===== src/iogp_regs.vh =====
// Address map, field positions and timing constants of the I/O space block
`ifndef IOGP_REGS_VH
`define IOGP_REGS_VH

// Address ranges
`define IOGP_DATA_IO_BASE 8'h20
`define IOGP_SHORT_IO_LAST 8'h3f
`define IOGP_BIT_IO_LAST 8'h1f

// I/O addresses, bit-addressable range
`define IOGP_ADDR_SCR0 8'h1c
`define IOGP_ADDR_SCR1 8'h1d
`define IOGP_ADDR_SCR2 8'h1e
`define IOGP_ADDR_SCR3 8'h1f
`define IOGP_ADDR_FLAGS 8'h1b
`define IOGP_ADDR_EECTL 8'h1a

// I/O addresses above the bit range
`define IOGP_ADDR_EEDATA 8'h20
`define IOGP_ADDR_EEADRL 8'h21

// Extended I/O, data address 0x62
`define IOGP_ADDR_EEADRH 8'h42

// Control register fields
`define IOGP_EECTL_MODE_HI 5
`define IOGP_EECTL_MODE_LO 4
`define IOGP_EECTL_MWE 2
`define IOGP_EECTL_WE 1
`define IOGP_MODE_ATOMIC 2'h0
`define IOGP_MODE_RSVD 2'h3

// Reset values
`define IOGP_RST_BYTE 8'h00
`define IOGP_RST_MODE 2'h0

// Timing
`define IOGP_CLK_MHZ 100
`define IOGP_EE_ATOMIC_US 3400
`define IOGP_EE_SPLIT_US 1800
`define IOGP_MWE_CYC 3'h4

`endif


===== src/iogp_scratch.v =====
// One general purpose storage register with masked write
`timescale 1ns/1ps
module iogp_scratch #(
  parameter W = 8
) (
  input wire core_clk_i,
  input wire rst_i,
  input wire we_i,
  input wire [W-1:0] mask_i,
  input wire [W-1:0] val_i,
  output wire [W-1:0] q_o
);
  reg [W-1:0] store_q;
  reg [W-1:0] store_d;

  // Only the masked bits change
  always @* begin
    store_d = store_q;
    if (we_i) begin
      store_d = (store_q & ~mask_i) | (val_i & mask_i); // see RULE8
    end
  end

  // Cleared on reset, keeps any value
  always @(posedge core_clk_i) begin
    if (rst_i) begin
      store_q <= {W{1'b0}}; // see RULE10
    end else begin
      store_q <= store_d;
    end
  end

  assign q_o = store_q;
endmodule


===== src/iogp_io_space.v =====
// I/O space decode, bit access, flags, storage and EEPROM write control
//
// Contract
// RULE1 - All I/O registers reachable by data load/store
// RULE2 - Bit set/clear only for addresses 0x00-0x1F
// RULE3 - Bit tests with skip for low 32 addresses
// RULE4 - Short I/O access covers addresses 0x00-0x3F
// RULE5 - Data address equals I/O address plus 0x20
// RULE6 - Extended 0x60-0xFF by data load/store only
// RULE7 - Writing one clears flag, zero keeps it
// RULE8 - Bit instructions write only the addressed bit
// RULE9 - Software writes zero to reserved bits, addresses
// RULE10 - Four 8-bit storage registers, reset to zero
// RULE11 - Storage registers sit in bit-addressable range
// RULE12 - Running EEPROM write survives reset
// RULE13 - Busy flag clears after write time elapses
// RULE14 - One register per access, side-effect-free reads
`timescale 1ns/1ps
`include "iogp_regs.vh"
module iogp_io_space #(
  parameter CNT_W = 20,
  parameter [CNT_W-1:0] EE_ATOMIC_CYC = `IOGP_EE_ATOMIC_US * `IOGP_CLK_MHZ,
  parameter [CNT_W-1:0] EE_SPLIT_CYC = `IOGP_EE_SPLIT_US * `IOGP_CLK_MHZ
) (
  input wire core_clk_i,
  input wire rst_i,
  input wire data_load_instr_i,
  input wire data_store_instr_i,
  input wire [7:0] data_addr_i,
  input wire io_in_i,
  input wire io_out_i,
  input wire [5:0] io_addr_i,
  input wire set_io_bit_instr_i,
  input wire clear_io_bit_instr_i,
  input wire test_io_bit_instr_i,
  input wire skip_if_io_bit_one_i,
  input wire [4:0] bit_addr_i,
  input wire [2:0] bit_sel_i,
  input wire [7:0] wdata_i,
  input wire [7:0] flag_set_i,
  output reg [7:0] rdata_o,
  output reg rvalid_o,
  output reg skip_o,
  output reg err_o,
  output reg eeprom_write_strobe_o,
  output reg [8:0] ee_addr_o,
  output reg [7:0] ee_data_o,
  output wire [1:0] ee_mode_o,
  output wire ee_busy_o
);
  // Masked write of a plain register
  function [7:0] merge_bits;
    input [7:0] old;
    input [7:0] mask;
    input [7:0] val;
    begin
      merge_bits = (old & ~mask) | (val & mask);
    end
  endfunction

  // One-hot mask for a bit index
  function [7:0] bit_mask;
    input [2:0] sel;
    begin
      bit_mask = 8'h01 << sel;
    end
  endfunction

  reg acc_wr;
  reg acc_rd;
  reg acc_test;
  reg acc_bad;
  reg [7:0] acc_idx;
  reg [7:0] acc_mask;
  reg [7:0] acc_val;
  reg [7:0] rd_val;
  reg [7:0] flags_q;
  reg [7:0] flags_d;
  reg mwe_q;
  reg [2:0] mwe_cnt_q;
  reg busy_q;
  reg [CNT_W-1:0] ee_cnt_q;
  reg [1:0] mode_q;
  wire [7:0] scr_q [0:3];
  wire [3:0] sel_scr;
  wire sel_flags;
  wire sel_eectl;
  wire sel_eedata;
  wire sel_eeadrl;
  wire sel_eeadrh;
  wire mapped;
  wire wr_ok;
  wire [7:0] eectl_val;
  wire mode_wr;
  wire [1:0] mode_new;
  wire [7:0] eectl_merged;
  wire start_req;
  genvar gi;

  // Unify data, short I/O and bit accesses onto one I/O index
  always @* begin
    acc_wr = 1'b0;
    acc_rd = 1'b0;
    acc_test = 1'b0;
    acc_bad = 1'b0;
    acc_idx = 8'h00;
    acc_mask = 8'hff;
    acc_val = wdata_i;
    if (data_load_instr_i || data_store_instr_i) begin
      if (data_addr_i >= `IOGP_DATA_IO_BASE) begin
        acc_idx = data_addr_i - `IOGP_DATA_IO_BASE; // see RULE5
        acc_wr = data_store_instr_i; // see RULE1
        acc_rd = data_load_instr_i;
      end else begin
        acc_bad = 1'b1;
      end
    end else if (io_in_i || io_out_i) begin
      // Six address bits cannot reach the extended range
      acc_idx = {2'h0, io_addr_i}; // see RULE4
      acc_wr = io_out_i; // see RULE6
      acc_rd = io_in_i;
    end else if (set_io_bit_instr_i || clear_io_bit_instr_i) begin
      // Five address bits keep bit writes in the low range
      acc_idx = {3'h0, bit_addr_i}; // see RULE2
      acc_mask = bit_mask(bit_sel_i); // see RULE8
      acc_val = set_io_bit_instr_i ? 8'hff : 8'h00;
      acc_wr = 1'b1;
    end else if (test_io_bit_instr_i) begin
      acc_idx = {3'h0, bit_addr_i}; // see RULE3
      acc_mask = bit_mask(bit_sel_i);
      acc_test = 1'b1;
    end
  end

  // Address decode, each index selects at most one register
  assign sel_scr[0] = (acc_idx == `IOGP_ADDR_SCR0); // see RULE11
  assign sel_scr[1] = (acc_idx == `IOGP_ADDR_SCR1);
  assign sel_scr[2] = (acc_idx == `IOGP_ADDR_SCR2);
  assign sel_scr[3] = (acc_idx == `IOGP_ADDR_SCR3);
  assign sel_flags = (acc_idx == `IOGP_ADDR_FLAGS);
  assign sel_eectl = (acc_idx == `IOGP_ADDR_EECTL);
  assign sel_eedata = (acc_idx == `IOGP_ADDR_EEDATA);
  assign sel_eeadrl = (acc_idx == `IOGP_ADDR_EEADRL);
  assign sel_eeadrh = (acc_idx == `IOGP_ADDR_EEADRH);
  assign mapped = (|sel_scr) | sel_flags | sel_eectl | sel_eedata | sel_eeadrl | sel_eeadrh;
  assign wr_ok = acc_wr & mapped; // see RULE14

  // Four storage registers
  generate
    for (gi = 0; gi < 4; gi = gi + 1) begin : g_scr
      iogp_scratch #(
        .W(8)
      ) u_scr (
        .core_clk_i(core_clk_i),
        .rst_i(rst_i),
        .we_i(wr_ok & sel_scr[gi]),
        .mask_i(acc_mask),
        .val_i(acc_val),
        .q_o(scr_q[gi])
      );
    end
  endgenerate

  // Control register image, unused bits read zero
  assign eectl_val = {2'h0, mode_q, 1'b0, mwe_q, busy_q, 1'b0};

  // Read mux, no read changes any state
  always @* begin
    rd_val = 8'h00;
    if (sel_scr[0]) begin
      rd_val = scr_q[0]; // see RULE14
    end else if (sel_scr[1]) begin
      rd_val = scr_q[1];
    end else if (sel_scr[2]) begin
      rd_val = scr_q[2];
    end else if (sel_scr[3]) begin
      rd_val = scr_q[3];
    end else if (sel_flags) begin
      rd_val = flags_q;
    end else if (sel_eectl) begin
      rd_val = eectl_val;
    end else if (sel_eedata) begin
      rd_val = ee_data_o;
    end else if (sel_eeadrl) begin
      rd_val = ee_addr_o[7:0];
    end else if (sel_eeadrh) begin
      rd_val = {7'h00, ee_addr_o[8]};
    end
  end

  // Status flags, set wins over a same-cycle clear
  always @* begin
    flags_d = flags_q;
    if (wr_ok && sel_flags) begin
      flags_d = flags_q & ~(acc_val & acc_mask); // see RULE7
    end
    flags_d = flags_d | flag_set_i;
  end

  always @(posedge core_clk_i) begin
    if (rst_i) begin
      flags_q <= `IOGP_RST_BYTE;
    end else begin
      flags_q <= flags_d;
    end
  end

  // Answer to reads, bit tests and bad accesses
  always @(posedge core_clk_i) begin
    if (rst_i) begin
      rdata_o <= `IOGP_RST_BYTE;
      rvalid_o <= 1'b0;
      skip_o <= 1'b0;
      err_o <= 1'b0;
    end else begin
      rvalid_o <= acc_rd | acc_test;
      err_o <= acc_bad | ((acc_rd | acc_wr | acc_test) & ~mapped);
      if (acc_rd) begin
        rdata_o <= mapped ? rd_val : 8'h00;
      end
      if (acc_test) begin
        skip_o <= (|(rd_val & acc_mask)) == skip_if_io_bit_one_i; // see RULE3
      end else begin
        skip_o <= 1'b0;
      end
    end
  end

  // Master write enable, lapses after four cycles
  always @(posedge core_clk_i) begin
    if (rst_i) begin
      mwe_q <= 1'b0;
      mwe_cnt_q <= 3'h0;
    end else if (wr_ok && sel_eectl && acc_mask[`IOGP_EECTL_MWE]
                 && acc_val[`IOGP_EECTL_MWE]) begin
      mwe_q <= 1'b1;
      mwe_cnt_q <= `IOGP_MWE_CYC;
    end else if (mwe_cnt_q != 3'h0) begin
      mwe_cnt_q <= mwe_cnt_q - 3'h1;
      mwe_q <= (mwe_cnt_q != 3'h1);
    end else begin
      mwe_q <= 1'b0;
    end
  end

  // Mode change ignored while busy
  assign eectl_merged = merge_bits(eectl_val, acc_mask, acc_val);
  assign mode_new = eectl_merged[`IOGP_EECTL_MODE_HI:`IOGP_EECTL_MODE_LO];
  assign mode_wr = wr_ok & sel_eectl & ~busy_q
                   & (acc_mask[`IOGP_EECTL_MODE_HI] | acc_mask[`IOGP_EECTL_MODE_LO]);

  // Start only with master enable armed and a legal mode
  assign start_req = wr_ok & sel_eectl & acc_mask[`IOGP_EECTL_WE] & acc_val[`IOGP_EECTL_WE]
                     & mwe_q & ~busy_q & (mode_q != `IOGP_MODE_RSVD);

  // Write timer runs on through reset once started
  always @(posedge core_clk_i) begin
    if (busy_q) begin
      if (ee_cnt_q == {{(CNT_W-1){1'b0}}, 1'b1}) begin
        busy_q <= 1'b0; // see RULE13
        ee_cnt_q <= {CNT_W{1'b0}};
      end else begin
        ee_cnt_q <= ee_cnt_q - {{(CNT_W-1){1'b0}}, 1'b1}; // see RULE12
      end
    end else if (rst_i) begin
      busy_q <= 1'b0;
      ee_cnt_q <= {CNT_W{1'b0}};
      mode_q <= `IOGP_RST_MODE;
    end else if (start_req) begin
      busy_q <= 1'b1;
      ee_cnt_q <= (mode_q == `IOGP_MODE_ATOMIC) ? EE_ATOMIC_CYC : EE_SPLIT_CYC;
    end else if (mode_wr) begin
      mode_q <= mode_new;
    end
  end

  // Start pulse toward the EEPROM array
  always @(posedge core_clk_i) begin
    if (rst_i) begin
      eeprom_write_strobe_o <= 1'b0;
    end else begin
      eeprom_write_strobe_o <= start_req;
    end
  end

  // Address and data, frozen during a write
  always @(posedge core_clk_i) begin
    if (busy_q) begin
      ee_addr_o <= ee_addr_o;
      ee_data_o <= ee_data_o;
    end else if (rst_i) begin
      ee_addr_o <= 9'h000;
      ee_data_o <= `IOGP_RST_BYTE;
    end else if (wr_ok) begin
      if (sel_eedata) begin
        ee_data_o <= merge_bits(ee_data_o, acc_mask, acc_val);
      end
      if (sel_eeadrl) begin
        ee_addr_o[7:0] <= merge_bits(ee_addr_o[7:0], acc_mask, acc_val);
      end
      if (sel_eeadrh) begin
        ee_addr_o[8] <= acc_mask[0] ? acc_val[0] : ee_addr_o[8];
      end
    end
  end

  assign ee_mode_o = mode_q;
  assign ee_busy_o = busy_q;
endmodule


===== config.mk =====
export PLATFORM = sky130hd
export DESIGN_NAME = iogp_io_space
export DESIGN_NICKNAME = d
export VERILOG_FILES = /design/src/iogp_scratch.v /design/src/iogp_io_space.v
export VERILOG_INCLUDE_DIRS = /design/src
export SDC_FILE = /design/constraint.sdc
export NUM_CORES = 1
export LEC_CHECK = 0
export BUFFER_PORTS_ARGS = -buffer_cell sky130_fd_sc_hd__buf_2
export CAP_MARGIN = 20
export CORE_MARGIN = 2
export CORE_UTILIZATION = 55
export DETAILED_ROUTE_END_ITERATION = 10
export PLACE_DENSITY = 0.87
export SKIP_CTS_REPAIR_TIMING = 1
export SLEW_MARGIN = 30
export SYNTH_ARGS = -nofsm -noshare
export SYNTH_HDL_FRONTEND = slang
export SYNTH_SLANG_ARGS = --single-unit

===== constraint.sdc =====
create_clock -name core_clk_i -period 7.1 [get_ports core_clk_i]
set_clock_uncertainty 0.05 [all_clocks]
set_input_delay 1.065 -clock core_clk_i [delete_from_list [all_inputs] [get_ports core_clk_i]]
set_output_delay 1.065 -clock core_clk_i [all_outputs]
set_load 0.02 [all_outputs]

**Word level (Yosys, flattened, before mapping)**

Index checks and enable logic that the tools add are counted.
W data, S select, Z words.

- Output and inout bits: 32
- Bits in registers: 96
- Input port bits: 48
- Word-level logic and storage cells: 168

- Order comparisons: 1
- Reductions and logical operators: 25
- Shift operators: 1
- Mux-type cells: 58
- Add/subtract/negate cells: 3
- Eq/ne operators: 14
- Bitwise logic cells: 47

Operators by type and width:

| operator | count |
|---|---|
| $mux W8 | 23 |
| $mux W20 | 4 |
| $and A8 B8 Y8 | 9 |
| $or A8 B8 Y8 | 7 |
| $eq A8 B5 Y1 const B | 6 |
| $mux W1 | 22 |
| $eq A20 B1 Y1 const B | 1 |
| $sub A20 B1 Y20 const B | 1 |
| $mux W19 | 1 |
| $eq A8 B6 Y1 const B | 2 |
| $not A8 Y8 | 2 |
| $and A1 B1 Y1 | 14 |
| $reduce_bool A2 Y1 | 7 |
| $mux W5 | 2 |
| $or A1 B1 Y1 | 10 |
| $mux W9 | 1 |
| $reduce_and A3 Y1 | 3 |
| $eq A8 B7 Y1 const B | 1 |
| $ge A8 B6 Y1 const B | 1 |
| $reduce_or A8 Y1 | 1 |
| $shl A1 B3 Y8 const A | 1 |
| $sub A8 B6 Y8 const B | 1 |
| $and A6 B6 Y6 | 1 |
| $mux W3 | 2 |
| other kinds (15) | 26 |

**Depth between registers and ports, before layout**

- Depth in word-level cells: 21
- Mapped depth: 14
- Depth with buffers taken out: 11

**Cells and area by module**

Synthesis repeated with hierarchy kept, for this count alone.

- Cell total of the unflattened synthesis: 634
- Area, all modules: 5734.2 sq um

By module, submodules not included:

| module | instances | cells each | area an instance (sq um) | seq. area each (sq um) |
|---|---|---|---|---|
| iogp_io_space | 1 | 494 | 4347.9 | 1671.6 |
| iogp_scratch | 4 | 35 | 346.6 | 160.2 |

**Least setup slack after synthesis**

OpenSTA, ideal clock, no wires.

- Path type: input to register
- From: in data_addr_i[5]
- To: reg ee_cnt_q[0] (enable)
- Data required time: 6673 ps
- Arrival time: 3694 ps
- Setup time: 377 ps
- Stages on the path: 12
- Setup slack: 2979 ps
- Path buffers: 3
- Cells stage by stage: clkbuf_1 > inv_1 > ha_1 > xnor2_1 > a311oi_1 > or4_1 > buf_2 > or3_1 > buf_2 > nor2_1 > nand4_1 > nand2_1

- Longest elaborated chain between the ends: 18
- Elaborated cells between the ends (all ways): 29
- Those cells by class: add/sub (1); order compare (1); eq/ne (9); mux (4); bitwise (12); reduce/logical (2)

RTL lines:

| what | line | source |
|---|---|---|
| from (decl) | iogp_io_space.v:29 | `input wire [7:0] data_addr_i,` |
| $sub A8 B6 Y8 (no line) / $ge A8 B6 Y1 (equally long branches) | -- |  |
| $mux W8 | iogp_io_space.v:110 | `` if (data_addr_i >= `IOGP_DATA_IO_BASE) begin `` |
| $mux W8 | iogp_io_space.v:109 | `if (data_load_instr_i \|\| data_store_instr_i) begin` |
| $eq A8 B5 Y1 (no line) | -- |  |
| $reduce_or A4 Y1 | iogp_io_space.v:145 | `assign mapped = (\|sel_scr) \| sel_flags \| sel_eectl \| sel_eedata \| sel_eeadrl \| sel_eeadrh;` |
| $or A1 B1 Y1 (5 in series) | iogp_io_space.v:145 |  |
| $and A1 B1 Y1 | iogp_io_space.v:146 | `assign wr_ok = acc_wr & mapped;` |
| $and A1 B1 Y1 (*) (6 in series) | iogp_io_space.v:253 | `` assign start_req = wr_ok & sel_eectl & acc_mask[`IOGP_EECTL_WE] & acc_val[`IOGP_EECTL_WE] `` |
| $reduce_bool A3 Y1 (no line) (*) | -- |  |
| to (signal assigned) | iogp_io_space.v:261 | `ee_cnt_q <= {CNT_W{1'b0}};` |
| to (signal assigned) | iogp_io_space.v:263 | `ee_cnt_q <= ee_cnt_q - {{(CNT_W-1){1'b0}}, 1'b1};` |
| to (signal assigned) | iogp_io_space.v:267 | `ee_cnt_q <= {CNT_W{1'b0}};` |
| to (decl) | iogp_io_space.v:82 | `reg [CNT_W-1:0] ee_cnt_q;` |

Every way passes the cells marked *; elsewhere a longest branch is shown, timed or not.
A chain may end at the register's enable or synchronous reset.

**Worst setup path in the final report**

- From: in set_io_bit_instr_i
- To: reg ee_cnt_q[7] (enable)

- Longest elaborated chain between the ends: 19
- Elaborated cells between the ends (all ways): 37
- Those cells by class: eq/ne (9); mux (13); bitwise (12); reduce/logical (3)

RTL lines:

| what | line | source |
|---|---|---|
| from (decl) | iogp_io_space.v:33 | `input wire set_io_bit_instr_i,` |
| $logic_or A1 B1 Y1 | iogp_io_space.v:122 | `end else if (set_io_bit_instr_i \|\| clear_io_bit_instr_i) begin` |
| $mux W5 | iogp_io_space.v:122 |  |
| $mux W6 | iogp_io_space.v:117 | `end else if (io_in_i \|\| io_out_i) begin` |
| $mux W8 | iogp_io_space.v:109 |  |
| $eq A8 B5 Y1 (no line) | -- |  |
| $reduce_or A4 Y1 | iogp_io_space.v:145 |  |
| $or A1 B1 Y1 (5 in series) | iogp_io_space.v:145 |  |
| $and A1 B1 Y1 | iogp_io_space.v:146 |  |
| $and A1 B1 Y1 (2 in series) | iogp_io_space.v:253 |  |
| $and A1 B1 Y1 (*) (4 in series) | iogp_io_space.v:253 |  |
| $reduce_bool A3 Y1 (no line) (*) | -- |  |

Marks and branches as above.

==> run metrics <==
status=finished, final reports clean; Power Dens Cells=223 nW/um^2; dpl ws=2150 ps; initial antenna violation count=0; Fin. Hold Viols=0; period utilisation layout=0.654; Worst-Skew Late Latency=390 ps; number of global-route vias before repair=5364; GRT Residual Overflow=0; post-layout util=0.632; DR vias=5905; leakage=2.31 nW; FF-to-FF setup slack=4330 ps; largest net degree at the start of global routing=72; I/O pin total=80; Final Wtd Congestion=1.02; Synth Register Bits=96; R2R depth=7; EDFF count, synth=39; vias per inst=6.87; clk root buf=clkbuf_8; TritonCTS clock tree=yes; Num CTS Buffers=9; 1st-iter DRT viols=1018; YS warnings=0; cells after synthesis=662; Initial Util=0.561; CP required=7080 ps; origin of the worst min-delay path=rdata_o[6]; fill count=913; Final Max Slew Viols=0; mapped cell area=5720 um^2; Post-synth top flop=dfxtp_1; Die X-Extent=106 um; clock buffer depth=2; core footprint=10200 um^2; Setup TNS=0 ps; CP Data Arrival Time=4620 ps; CP startpoint kind=input pin; layout cells sized above 1=0.181; Yosys top cell by area=edfxtp_1; share of flip-flops with an asynchronous set or reset=0; # nets final=772; Routed WL=19000 um; RR Endpoint=ee_cnt_q[15]; Tightest Pin Transition=1010 ps; Setup CP Type=input pin to flip-flop; Finish-stage setup viols=0; Final Instance Area=6430 um^2; DRT Pass-1 Iters=7; top-count cell post-synth=a21oi_1; Synth area leaders=edfxtp_1 20%, dfxtp_1 20%, a21oi_1 7.0%; distinct cell type count after synthesis=72; RSZ-0062 raised after global routing=no; drt drc=0; number of H-tree levels=3; WL/cell=22.1 um; Worst Setup End Kind=flip-flop; Final min period=4640 ps; die footprint=11200 um^2; max_cap viols=0; dpl hpwl=13900 um; Routed Antenna Nets=0; Synth top cells by count=80 x a21oi_1, 62 x nor2_1, 57 x dfxtp_1; Seq/Total Area, Yosys=0.405; syn_nets=716; Worst-path clk slew=100 ps; RR Startpoint=ee_cnt_q[7]; Fmax=215 MHz; Syn-to-layout area delta=12.6%; num rows=37; DP Area=6170 um^2; GRT Total Usage=0.343; Hold Crit Class=flip-flop to flip-flop; Peak VDD IR=188 uV; setup ws final=2460 ps; Sink Count=96; first-pass GRT wire length=29600 um; relative slew slack=0.326; post-synth top area share=0.205; port buffer count=79; CP max FO=20; WHS Endpoint=rdata_o[6]; Antenna Cells=0; Syn Area/Cell=8.63 um^2; Hold Crit Depth=2; Die Y=106 um
-- metrics by stage --
stage / power (W) / hold WS [ps] / instances
2_1_floorplan: 0.000894 / 394 / 662
3_3_place_gp: 0.000966 / 387 / 843
3_5_place_dp: 0.000985 / 397 / 843
4_1_cts: 0.00143 / 410 / 859
5_1_grt: 0.00150 / 435 / 859
6_report: 0.00144 / 403 / 859
-- final cells by class --
class	count	area (um^2)	area share
clock buffer	9	124	0.0193
clock inverter	7	129	0.0200
inverter	19	71.3	0.0111
multi-input combinational	503	3160	0.491
sequential	96	2310	0.359
tap	136	170	0.0264
timing repair buffer	89	470	0.0731
-- worst max-delay path, cell delays in order --
cell	delay, ps
buf_2	120
or3_1	450
a221oi_2	480
o211ai_1	510
or3_1	720
nor2_1	360
nand4_1	220
nand2_1	690
-- power by group --
part           total (W)  internal [W]  switching [W]  leakage, nW
clock           0.000454      0.000238       0.000216        0.127
sequential      0.000681      0.000638      0.0000429        0.850
combinational   0.000301      0.000115       0.000186         1.34
total            0.00144      0.000992       0.000445         2.31
-- worst max-delay path by stage --
stage | from | slack, ps | to | cells after the start
floorplan | data_addr_i[5] | 2980 | ee_cnt_q[0] | 12
global placement | set_io_bit_instr_i | 2100 | ee_cnt_q[1] | 8
detailed placement | set_io_bit_instr_i | 2150 | ee_cnt_q[3] | 8
CTS | set_io_bit_instr_i | 2580 | ee_cnt_q[7] | 8
global route | io_out_i | 2350 | ee_cnt_q[19] | 8
finish | set_io_bit_instr_i | 2460 | ee_cnt_q[7] | 8
-- logic make-up after synthesis --
kind of cell	after synthesis	synth area share
adders and majority gates	6	0.0131
and+or+nand+nor	215	0.181
xor gates and xnor gates	18	0.0276
buffers and inverters	63	0.0462
DFF	96	0.405
muxes	10	0.0186
AOI/OAI and AO/OA	254	0.309
-- cells in the final DEF (no fill, tap or decap), types with 5 or more instances in the layout --
master / Yosys / layout
xnor2_1: 15 / 15
edfxtp_1: 39 / 39
inv_1: 19 / 19
o31ai_1: 7 / 7
mux2_2: 5 / 5
nor4_1: 6 / 6
clkbuf_8: 0 / 9
a22oi_1: 6 / 6
buf_4: 1 / 10
o21a_1: 19 / 19
nand4_1: 5 / 5
nor2_1: 62 / 58
nand3_1: 28 / 28
o21ai_0: 31 / 31
or3_1: 8 / 8
dfxtp_1: 57 / 57
nand2_1: 51 / 51
a31oi_1: 5 / 5
a21o_1: 7 / 7
buf_2: 13 / 79
ha_1: 6 / 6
a21oi_1: 80 / 78
nor3_1: 25 / 25
a311oi_1: 30 / 30
o22ai_1: 11 / 11
nor2_2: 1 / 5
mux2i_1: 5 / 5
a211oi_1: 5 / 5
-- metal layers --
metal / routed length, um / share of wire / track usage / up-vias
li1: - / - / - / 2675
met5: 0 / 0 / 0 / -
met4: 361 / 0.019 / 0.0930 / 0
met2: 8670 / 0.46 / 0.532 / 378
met1: 7960 / 0.42 / 0.480 / 2820
met3: 2000 / 0.11 / 0.0865 / 32
No activity file was read; power rests on OpenSTA's default activity.
